<file path="config.mk">
export PLATFORM = sky130hd
export DESIGN_NAME = ccp_output_shutdown_control
export DESIGN_NICKNAME = d
export VERILOG_FILES = /design/src/rtl/ccp_pkg.sv /design/src/rtl/ccp_output_shutdown_control.sv
export SDC_FILE = /design/constraint.sdc
export NUM_CORES = 1
export LEC_CHECK = 0
export BUFFER_PORTS_ARGS = -buffer_cell sky130_fd_sc_hd__buf_2
export CAP_MARGIN = 20
export CORE_MARGIN = 2
export CORE_UTILIZATION = 49
export CTS_BUF_LIST = sky130_fd_sc_hd__clkbuf_8 sky130_fd_sc_hd__clkbuf_16
export CTS_CLUSTER_SIZE = 8
export DETAILED_ROUTE_END_ITERATION = 6
export PLACE_DENSITY = 0.81
export SLEW_MARGIN = 20
export SYNTH_ARGS = -nofsm -noshare
export SYNTH_HDL_FRONTEND = slang
export SYNTH_SLANG_ARGS = --single-unit
export TNS_END_PERCENT = 30
</file>
<file path="constraint.sdc">
create_clock -name mclk -period 4.1 [get_ports mclk]
set_input_delay 0.82 -clock mclk [delete_from_list [all_inputs] [get_ports mclk]]
set_output_delay 0.82 -clock mclk [all_outputs]
set_load 0.01 [all_outputs]
</file>
<file path="src/rtl/ccp_pkg.sv">
package ccp_pkg;

  // Register byte offsets
  localparam logic [11:0] OFS_SHUTDOWN_CTRL = 12'h000;
  localparam logic [11:0] OFS_MODE_CTRL = 12'h004;
  localparam logic [11:0] OFS_STATUS = 12'h008;

  // Values after reset
  localparam logic [31:0] RST_SHUTDOWN_CTRL = 32'h0100_0000;
  localparam logic [31:0] RST_MODE_CTRL = 32'h0000_0000;

  // Implemented bits, multi-output and single-output variants
  localparam logic [31:0] MASK2_MULTI = 32'hbfdf_d0ff;
  localparam logic [31:0] MASK2_SINGLE = 32'h81df_d0ff;
  localparam logic [31:0] MASK3_MULTI = 32'hf73f_003f;
  localparam logic [31:0] MASK3_SINGLE = 32'hf02c_0000;

  // Shutdown/gating control word fields
  localparam int POS_PIN_SYNC = 31;
  localparam int POS_STEER_LO = 24;
  localparam int POS_GATE_MODE = 22;
  localparam int POS_AUX_SEL = 19;
  localparam int POS_CAP_SEL = 16;
  localparam int POS_RESTART = 15;
  localparam int POS_SD_TIMING = 14;
  localparam int POS_SW_FORCE = 12;
  localparam logic [7:0] SRC_VALID = 8'hfb;

  // Output mode control word fields
  localparam int POS_HOLD = 31;
  localparam int POS_ONESHOT = 28;
  localparam int POS_DRIVE_MODE = 24;
  localparam int POS_POL_A = 21;
  localparam int POS_POL_B = 20;
  localparam int POS_SDSTATE_A = 18;
  localparam int POS_SDSTATE_B = 16;
  localparam int POS_DEAD_LO = 0;

  // Status word fields
  localparam int POS_CAP_DIS = 2;
  localparam int POS_SD_FLAG = 4;
  localparam int POS_GATE_ARM = 10;

  typedef enum logic [1:0] {
    GATE_LEVEL = 2'b00,
    GATE_RISE = 2'b01,
    GATE_FALL = 2'b10
  } gate_mode_t;

  typedef enum logic [2:0] {
    DRV_STEER = 3'b000,
    DRV_PUSH_PULL = 3'b001,
    DRV_HALF_BRIDGE = 3'b010,
    DRV_BDC_REV = 3'b100,
    DRV_BDC_FWD = 3'b101,
    DRV_SCAN = 3'b110
  } drive_mode_t;

endpackage : ccp_pkg

</file>
<file path="src/rtl/ccp_output_shutdown_control.sv">
// Overview of operation
// - Pin-enable sync defers steering updates to rollover
// - Each enable hands its pin to module
// - Single-output variant keeps only pin A enable
// - Gate mode: level, one-shot rise, one-shot fall
// - Aux select: off, rollover, mode, events
// - Capture source: pin, comparators, logic cells
// - Restart enable auto-clears shutdown flag next period
// - Gate timing defers shutdown to rollover
// - Software force acts as a fired source
// - Source enables pick shutdown triggers, all but bit 2 of eight
// - Hold outputs undriven until triggered
// - One-shot trigger lasts n+1 timer periods
// - Drive mode selects multi-output pattern
// - Polarity for A, C, E pins
// - Polarity for B, D, F pins, multi only
// - Shutdown state for A, C, E pins
// - Unimplemented bits ignore writes, read zero
// - Shutdown state for B, D, F pins, multi only
// - Dead time between complementary outputs
// - Shutdown flag reads one during shutdown
// - Capture disable flag blocks capture events
//
// Added by the designer: the register addresses and register access over APB.
`timescale 1ns/1ps
`default_nettype none

module ccp_output_shutdown_control #(
  parameter bit MULTI_OUTPUT = 1'b1
) (
  // Clock and reset
  input wire logic mclk,
  input wire logic rst,
  // APB slave
  input wire logic psel,
  input wire logic penable,
  input wire logic pwrite,
  input wire logic [11:0] paddr,
  input wire logic [31:0] pwdata,
  output logic [31:0] prdata,
  output logic pready,
  output logic pslverr,
  // Time base and compare engine
  input wire logic tbRollover,
  input wire logic timerTick,
  input wire logic pwmIn,
  input wire logic timerMode,
  input wire logic modeSignal,
  input wire logic captureEvent,
  input wire logic compareEvent,
  input wire logic triggeredOperationEnable,
  input wire logic timerTriggered,
  input wire logic oneShotTrigger,
  // Shutdown sources, bit 7 fault pin B down to comparator 1
  input wire logic [7:0] shutdownSources,
  // Capture inputs
  input wire logic capturePin,
  input wire logic captureCmp1,
  input wire logic captureCmp2,
  input wire logic captureCell1,
  input wire logic captureCell2,
  // Capture and event outputs
  output logic captureOut,
  output logic auxEventOut,
  output logic oneShotActive,
  // Output pins A..F
  output logic [5:0] pinOut,
  output logic [5:0] pinOe_n,
  output logic [5:0] pinOwned
);
  import ccp_pkg::*;

  localparam logic [31:0] MASK2 = MULTI_OUTPUT ? MASK2_MULTI : MASK2_SINGLE;
  localparam logic [31:0] MASK3 = MULTI_OUTPUT ? MASK3_MULTI : MASK3_SINGLE;

  typedef struct packed {
    logic [31:0] ctrl2;
    logic [31:0] ctrl3;
    logic [5:0] enEff;
    logic sdActive;
    logic capDis;
    logic gateArm;
    logic gatePrev;
    logic [2:0] one_shot_extend;
    logic osOn;
    logic [5:0] dtCnt;
    logic pwmPrev;
    logic [2:0] scanIdx;
    logic pushSel;
    logic [5:0] pinOut;
    logic [5:0] pinOeN;
    logic [5:0] pinOwn;
    logic capOut;
    logic aux_event_select;
    logic [31:0] rdata;
    logic ready;
    logic err;
    logic live;
  } state_t;

  state_t st;
  state_t next_st;

  logic wrEn;
  logic mapped;
  logic sdRequest;
  logic sdFire;
  logic swClear;
  logic holdPins;
  logic deadEdge;
  logic capSel;
  logic [5:0] act;
  logic [5:0] pol;
  logic [5:0] hiz;
  logic [5:0] sdLevel;
  logic [5:0] steerReq;
  gate_mode_t gateMode;
  drive_mode_t driveMode;
  logic [1:0] pssA;
  logic [1:0] pssB;

  assign mapped = (paddr == OFS_SHUTDOWN_CTRL) || (paddr == OFS_MODE_CTRL)
                  || (paddr == OFS_STATUS);
  assign wrEn = psel && penable && st.ready && pwrite && mapped;
  assign steerReq = st.ctrl2[POS_STEER_LO +: 6];
  assign gateMode = gate_mode_t'(st.ctrl2[POS_GATE_MODE +: 2]);
  assign driveMode = drive_mode_t'(st.ctrl3[POS_DRIVE_MODE +: 3]);
  assign pssA = st.ctrl3[POS_SDSTATE_A +: 2];
  assign pssB = st.ctrl3[POS_SDSTATE_B +: 2];

  // Source OR, with the software force as one more source
  assign sdRequest = (|(shutdownSources & st.ctrl2[7:0] & SRC_VALID))
                     || st.ctrl2[POS_SW_FORCE];
  assign sdFire = sdRequest && (!st.ctrl2[POS_SD_TIMING] || tbRollover);
  assign swClear = wrEn && (paddr == OFS_STATUS) && !pwdata[POS_SD_FLAG];
  assign holdPins = st.ctrl3[POS_HOLD] && triggeredOperationEnable
                    && !timerTriggered;
  // Blank on the edge itself, or both halves would switch together
  assign deadEdge = (pwmIn != st.pwmPrev)
                    && (st.ctrl3[POS_DEAD_LO +: 6] != 6'h00);

  always_comb begin
    capSel = 1'b0;
    unique case (st.ctrl2[POS_CAP_SEL +: 3])
      3'b000: capSel = capturePin;
      3'b001: capSel = captureCmp1;
      3'b010: capSel = captureCmp2;
      3'b100: capSel = captureCell1;
      3'b101: capSel = captureCell2;
      default: capSel = 1'b0;
    endcase
  end

  // Logical activity per pin before polarity
  always_comb begin
    act = 6'h00;
    unique case (driveMode)
      DRV_STEER: act = {6{pwmIn}};
      DRV_PUSH_PULL: act = {3{pwmIn && st.pushSel, pwmIn && !st.pushSel}};
      // Dead time holds both halves inactive after every edge
      DRV_HALF_BRIDGE: act = (deadEdge || st.dtCnt != 6'h00) ? 6'h00 :
                             {3{!pwmIn, pwmIn}};
      DRV_BDC_REV: act = {4'h0, pwmIn, 1'b0} | 6'h04;
      DRV_BDC_FWD: act = {2'h0, pwmIn, 3'h0} | 6'h01;
      DRV_SCAN: act = pwmIn ? (6'h01 << st.scanIdx) : 6'h00;
      default: act = 6'h00;
    endcase
  end

  always_comb begin
    pol = {3{st.ctrl3[POS_POL_B], st.ctrl3[POS_POL_A]}};
    hiz = {3{!pssB[1], !pssA[1]}};
    sdLevel = {3{pssB[0], pssA[0]}} ^ pol;
  end

  always_comb begin
    next_st = st;
    next_st.live = 1'b1;
    // APB: setup phase prepares the answer, access phase completes
    next_st.ready = psel && !penable;
    next_st.err = psel && !penable && !mapped;
    if (psel && !penable) begin
      unique case (paddr)
        OFS_SHUTDOWN_CTRL: next_st.rdata = st.ctrl2;
        OFS_MODE_CTRL: next_st.rdata = st.ctrl3;
        OFS_STATUS: next_st.rdata = {27'h0, st.sdActive, 1'b0,
                                     st.capDis, 2'h0};
        default: next_st.rdata = 32'h0000_0000;
      endcase
    end
    if (wrEn && paddr == OFS_SHUTDOWN_CTRL) begin
      next_st.ctrl2 = pwdata & MASK2;
    end
    if (wrEn && paddr == OFS_MODE_CTRL) begin
      next_st.ctrl3 = pwdata & MASK3;
    end

    // Steering enables
    if (!st.ctrl2[POS_PIN_SYNC] || tbRollover) begin
      next_st.enEff = steerReq;
    end

    // Shutdown flag: a new shutdown beats any clear in the same cycle
    if (swClear) begin
      next_st.sdActive = 1'b0;
    end
    if (st.ctrl2[POS_RESTART] && !sdRequest && tbRollover) begin
      next_st.sdActive = 1'b0;
    end
    if (sdFire) begin
      next_st.sdActive = 1'b1;
    end

    // Capture gating uses the same sources as shutdown
    next_st.gatePrev = sdRequest;
    if (wrEn && paddr == OFS_STATUS && pwdata[POS_GATE_ARM]) begin
      next_st.gateArm = 1'b1;
    end
    unique case (gateMode)
      GATE_LEVEL: next_st.capDis = !sdRequest;
      GATE_RISE: begin
        if (st.gateArm && sdRequest && !st.gatePrev) begin
          next_st.capDis = 1'b0;
          next_st.gateArm = 1'b0;
        end
      end
      GATE_FALL: begin
        if (st.gateArm && !sdRequest && st.gatePrev) begin
          next_st.capDis = 1'b1;
          next_st.gateArm = 1'b0;
        end
      end
      default: next_st.capDis = st.capDis;
    endcase
    next_st.capOut = capSel && !st.capDis;

    unique case (st.ctrl2[POS_AUX_SEL +: 2])
      2'b00: next_st.aux_event_select = 1'b0;
      2'b01: next_st.aux_event_select = tbRollover;
      2'b10: next_st.aux_event_select = modeSignal;
      default: next_st.aux_event_select = !timerMode && (captureEvent || compareEvent);
    endcase

    // One-shot stretch counted in timer periods
    if (oneShotTrigger) begin
      next_st.osOn = 1'b1;
      next_st.one_shot_extend = st.ctrl3[POS_ONESHOT +: 3];
    end else if (st.osOn && timerTick) begin
      if (st.one_shot_extend == 3'h0) begin
        next_st.osOn = 1'b0;
      end else begin
        next_st.one_shot_extend = st.one_shot_extend - 3'h1;
      end
    end

    // Pattern sequencing per period
    next_st.pwmPrev = pwmIn;
    if (deadEdge) begin
      next_st.dtCnt = st.ctrl3[POS_DEAD_LO +: 6] - 6'h01;
    end else if (st.dtCnt != 6'h00) begin
      next_st.dtCnt = st.dtCnt - 6'h01;
    end
    if (tbRollover) begin
      next_st.pushSel = !st.pushSel;
      next_st.scanIdx = (st.scanIdx == 3'h5) ? 3'h0 : st.scanIdx + 3'h1;
    end

    // Pin stage: polarity, shutdown state, ownership
    next_st.pinOwn = st.enEff;
    next_st.pinOut = st.sdActive ? sdLevel : (act ^ pol);
    next_st.pinOeN = ~(st.enEff & {6{!holdPins}}
                       & ~({6{st.sdActive}} & hiz));
  end

  always_ff @(posedge mclk or posedge rst) begin
    if (rst) begin
      st <= '0;
      st.ctrl2 <= RST_SHUTDOWN_CTRL;
      st.ctrl3 <= RST_MODE_CTRL;
      st.pinOeN <= 6'h3f;
    end else begin
      st <= next_st;
    end
  end

  assign prdata = st.rdata;
  assign pready = st.ready;
  assign pslverr = st.err;
  assign captureOut = st.capOut;
  assign auxEventOut = st.aux_event_select;
  assign oneShotActive = st.osOn;
  assign pinOut = st.pinOut;
  assign pinOe_n = st.pinOeN;
  assign pinOwned = st.pinOwn;
endmodule : ccp_output_shutdown_control

`default_nettype wire

</file>
==> impl_metrics.ini, run 1 <==
[critical_path]
slowest_stage = nor4_4
required_ps = 4490
crit_fanout = 11
crit_chain = buf_2, nor4_1, nand3_1, nor4_4, buf_4, mux2_2
cp_data_arrival_time_ps = 2960
r2r_start = st[80]
worstSetupPathType = in2reg
rr_endpoint = st[64]
critical_path.max_stage_delay_ps = 730
rrSetupSlack_ps = 1720
cp-end-kind = register
reg2regPathDepth = 7
start_kind = primary input

[placed_design]
io_buffers = 116
dp_hpwl_um = 8462
placed_area_mm2 = 0.005857
place.gp.congestion = 0.8028

[synthesis]
synth_seq_cells = 118
synth-async-reset-ratio_pct = 100.0
yosysWarningCount = 0
synth.distinct_cells = 51
synth_edf_count = 0
post-synth-top-area-cell = dfrtp_1
ys.flop_type = dfrtp_1
yosysMostFrequentCell = dfrtp_1
yosys-top-cells-area = dfrtp_1 (51%), mux2_2 (9.7%), buf_4 (6.9%)
synth.top_cells.by_count = dfrtp_1 (111), nand2_1 (59), buf_4 (50)
ys_seq_area_share_pct = 54.15
avgSynthCellArea_um2 = 11.44
yosysTopAreaCellShare_pct = 50.79
syn_inst = 478
syn_area_mm2 = 0.005469

[final_layout]
area_growth_pct = 17.66
finish.utilization_pct = 59.10
fillCellCount = 860
fin_nets = 635
num_antenna_cells = 0
stdcell_area_mm2 = 0.006435
final_layout_size_suffix_gt1_share_pct = 37.79

[detailed_routing]
drtIter0Drc = 174
vias = 3801
drcViolationCount = 0
routedWlPerCell_um = 16.63
vias_per_cell = 5.361
firstDrtPassIters = 4
wirelength_um = 11790
antenna_left = 0

[floorplan]
core_area_mm2 = 0.01089
ios = 127
rows = 38
start_util_pct = 50.23
die_area_mm2 = 0.01202
die_width_um = 109.6
die_y_um = 109.6

[clock_tree]
h-tree-depth = 4
cts_hold_buf = 0
clock_latency_ps = 520
post-cts-setup-buffers = 0
cts_inserted_buffers = 17
clk_transition_reported_paths_ps = 50
cts.sinks = 118
root_buffer = clkbuf_8
ctsResizeCount = 0
tritoncts = yes
clockBufferDepth = 2

[global_route]
grt_pass1_wl_um = 19150
grt_pass1_vias = 3889
overflow = 0
grt_max_degree = 63
antenna_found_initial = 0
grt_usage_pct = 21.32

[sta]
period_share_pct = 62.50
setup_viol = 0
worst_pin_slew_ps = 749.3
finalHoldViolations = 0
relSlewSlack_pct = 50.04
fin_skew_ps = 6.268
rsz0062_at_grt = false
fmax_mhz = 390.2
hold_slack_ps = 400.5
period_minus_slack_ps = 2563
maxSlewViolCount = 0
finalSetupTns_ps = 0

[hold_path]
hold_path.class = reg2reg
hp-start = next_st[41]
hold_depth = 0
hold_end = pinOwned[4]

[job]
maxCapViolCount = 0

[power_and_ir_drop]
p_leak_nw = 3.317
powerDensity_mw_per_mm2 = 469.3
ir_worst_vdd_uv = 289.6

[outcome]
status = completed
-- how the worst max path moves through the flow --
stage	startpoint	end	depth (start not counted)
final	paddr[7]	st[109]	6
after global routing	paddr[1]	st[109]	6
after CTS	paddr[7]	pol[1]	6
after detailed placement	paddr[7]	pol[1]	6
after global placement	paddr[7]	pol[0]	6
after floorplan	rst	auxEventOut	1
-- metal layers --
metal / GRT usage (%) / wire length (um) / up-vias
met3: 4.920 / 562 / 19
met4: 9.765 / 246 / 0
li1: - / - / 1772
met5: 0 / 0 / -
met1: 25.95 / 5072 / 1904
met2: 36.07 / 5910 / 106
-- final cells by class --
cell class / count / area, um^2 / area share, %
repair buffers: 122 / 625.6 / 9.722
well taps: 140 / 175.2 / 2.722
multi-input cells: 280 / 2028 / 31.52
flip-flops and latches: 118 / 2962 / 46.02
clock buffers: 21 / 469.2 / 7.291
clock inverters: 11 / 108.9 / 1.692
inverters: 17 / 66.31 / 1.031
-- state kept, by name, summed over array words and instances, names as in the netlist --
| signal | cells |
|---|---|
| captureOut | 1 |
| pready | 1 |
| pssA | 2 |
| pssB | 2 |
| oneShotActive | 1 |
| pinOwned | 6 |
| prdata | 27 |
| pol | 2 |
| next_st | 6 |
| pslverr | 1 |
| pinOut | 6 |
| auxEventOut | 1 |
| pinOe_n | 6 |
| gateMode | 2 |
| driveMode | 3 |
| st | 51 |
-- stage by stage --
stage               power (mW)  worst slack (ps)  std cells
floorplan                1.521             162.5        482
finish                   3.020              1537        709
global route             3.157              1330        709
detailed placement       1.621              1013        677
global placement         1.595              1047        677
CTS                      3.046              1555        709
-- critical path, delay by kind of cell --
kind / cells / cell delay (ps)
mux: 1 / 360
simple gates: 3 / 1340
buf+inv: 2 / 430
-- placed cells by master, fill, tap and decap left out, drive strengths merged, types with 2 or more instances in the layout --
cell type / count
conb: 5
a21boi: 2
clkinvlp: 3
nor2b: 5
bufinv: 2
inv: 20
xor2: 4
nor2: 18
clkbuf: 21
a21oi: 12
nand2: 60
nor3: 3
mux2i: 8
nand2b: 5
a31oi: 3
nor4: 7
dfstp: 7
o41ai: 4
dfrtp: 111
ha: 7
nor3b: 4
a22oi: 21
and2: 2
clkinv: 3
a21o: 3
xnor2: 9
o21ai: 17
a22o: 11
buf: 122
o31ai: 5
nand3: 4
mux2: 48
-- where the power goes --
part	internal, mW	switching [mW]	total (mW)	leakage (nW)
Combinational	0.138	0.179	0.317	1.46
Clock	0.917	0.501	1.42	0.290
Sequential	1.23	0.0537	1.28	1.57
-- logic make-up (layout without fill, tap and decap cells) --
logic type | after synthesis | in the layout | synth area share, %
muxes | 57 | 57 | 11.76
buffers and inverters | 84 | 171 | 9.357
and+or+nand+nor | 115 | 115 | 10.32
adders and majority gates | 7 | 7 | 1.601
other | 1 | 5 | 0.06857
AOI/OAI and AO/OA | 83 | 83 | 10.66
DFF | 118 | 118 | 54.15
xor gates and xnor gates | 13 | 13 | 2.082
(Power assumes the default switching activity.)
==> run 2: changes to the inputs <==
CORE_UTILIZATION = 54   (was 49)
PLACE_DENSITY = 0.84   (was 0.81)
clock period = 2.5 ns   (was 4.1 ns; I/O delays follow)
==> run 2 against run 1 <==
  * Critical path depth rose by 1
  * Count of clock-buffer cells in the layout fell by 2
  * Core utilization rose by 6.8 points
  * Critical path type is now reg2reg
  * Critical endpoint is now st[64]
==> impl_metrics.ini, run 2 (synthesized netlist as in run 1, its figures left out) <==
[floorplan]
core_area_mm2 = 0.009819
ios = 127
start_util_pct = 55.70
die_y_um = 104.6
die_width_um = 104.6
die_area_mm2 = 0.01095
rows = 36

[final_layout]
largest_register = st
largest_reg_flops = 51
layout_commonest_cell = buf_2
layout_common_cells = buf_2 (116), dfrtp_1 (111), nand2_1 (59)
stdcell_area_mm2 = 0.006469
final_layout_size_suffix_gt1_share_pct = 39.10
fin_nets = 644
area_growth_pct = 18.28
num_antenna_cells = 0
final-instance-count-excl-fill = 711

[placed_design]
io_buffers = 116
dp.cells = 679
dp_hpwl_um = 8474
place.gp.congestion = 0.8275
placed_area_mm2 = 0.005942

[critical_path]
worstSetupPathType = reg2reg
cp-end-kind = register
start_kind = register
crit_fanout = 6
cp_data_arrival_time_ps = 2580
required_ps = 2880

[outcome]
status = completed

[power_and_ir_drop]
p_leak_nw = 3.332
ir_worst_vdd_uv = 443.8
p_sw_share_pct = 25.80
p_int_mw = 3.509
power_frac_seq_pct = 44.6
p_clk_share_pct = 44.1
p_sw_mw = 1.220
powerDensity_mw_per_mm2 = 731.2
pwr-share-comb_pct = 11.3
totalPowerFinal_mw = 4.730

[sta]
finalHoldViolations = 0
worst_pin_slew_ps = 552.1
rsz0062_at_grt = false
relSlewSlack_pct = 62.71
finalSetupTns_ps = 0
maxSlewViolCount = 0
fmax_mhz = 453.7
period_share_pct = 88.17
setup_viol = 0
hold_slack_ps = 98.88
period_minus_slack_ps = 2204
fin_skew_ps = 8.551

[hold_path]
hold_path.class = in2async

[detailed_routing]
drtIter0Drc = 142
firstDrtPassIters = 5
vias = 3765
antenna_left = 0
drcViolationCount = 0
vias_per_cell = 5.295
wirelength_um = 11650
routedWlPerCell_um = 16.38

[global_route]
grt_usage_pct = 22.41
overflow = 0
antenna_found_initial = 0
grt_max_degree = 69
grt_pass1_vias = 3936
grt_pass1_wl_um = 19260

[clock_tree]
h-tree-depth = 4
post-cts-setup-buffers = 0
tritoncts = yes
cts_hold_buf = 0
ctsResizeCount = 0
cts_inserted_buffers = 17
clock_latency_ps = 500
clk_transition_reported_paths_ps = 60
root_buffer = clkbuf_8
clockBufferDepth = 2
cts.sinks = 118

[job]
maxCapViolCount = 0
-- run 2: cell count changes in the layout (fill, tap and decap cells not counted), sizes merged --
| cell | previous run | this run |
|---|---|---|
| clkinvlp | 3 | 5 |
| clkinv | 3 | 8 |
| buf | 122 | 131 |
| bufinv | 2 | 0 |
| clkbuf | 21 | 19 |
| inv | 20 | 17 |
-- run 2: final timing paths --
| check | startpoint | to | slack, ps | depth (start not counted) |
|---|---|---|---|---|
| setup reg to reg | st[80] | st[64] | 300 | 7 |
| max in group asynchronous | rst | pinOe_n[5] | 2040 | 3 |
| setup / recovery | st[80] | st[64] | 300 | 7 |
| hold / removal | rst | st[124] | 100 | 3 |
| hold reg to reg | next_st[39] | pinOwned[2] | 390 | 0 |
| min in group mclk | pwmIn | st[59] | 210 | 1 |
-- run 2: final cells by class --
class	count	area [um^2]
fillers	764	3351
flip-flops and latches	118	2962
multi-input cells	280	2028
repair buffers	131	718.2
clock buffers	19	441.7
well taps	133	166.4
clock inverters	13	85.08
inverters	17	67.56
-- run 2: per-stage QoR --
step           util [%]  setup WS [ps]
3_3_place_gp      60.51          350.6
5_1_grt           65.88          146.1
2_1_floorplan         -          350.3
3_5_place_dp      60.51          306.2
6_report          65.88          295.8
4_1_cts           65.88          285.4
-- run 2: critical path: stages (launching register included) --
cell and delay (ps):
dfrtp_1 450, or4_4 590, o31ai_4 250, mux2i_1 250, ha_1 170, inv_1 70
nor3_1 230, nor3b_2 70
-- run 2: power by group through the flow --
| stage | sequential (mW) | clock [mW] | combinational, mW |
|---|---|---|---|
| after floorplan | 2.12 | 0 | 0.380 |
| after global placement | 2.13 | 0 | 0.501 |
| after detailed placement | 2.14 | 0 | 0.531 |
| after CTS | 2.11 | 2.12 | 0.542 |
| after global routing | 2.12 | 2.22 | 0.616 |
| final | 2.11 | 2.08 | 0.535 |
-- run 2: per-layer routing --
| layer | GRT usage [%] | routed length (um) | vias to the layer above |
|---|---|---|---|
| li1 | - | - | 1782 |
| met1 | 27.95 | 4843 | 1851 |
| met2 | 37.72 | 6074 | 119 |
| met3 | 4.991 | 577 | 13 |
| met4 | 9.524 | 150 | 0 |
| met5 | 0 | 0 | - |
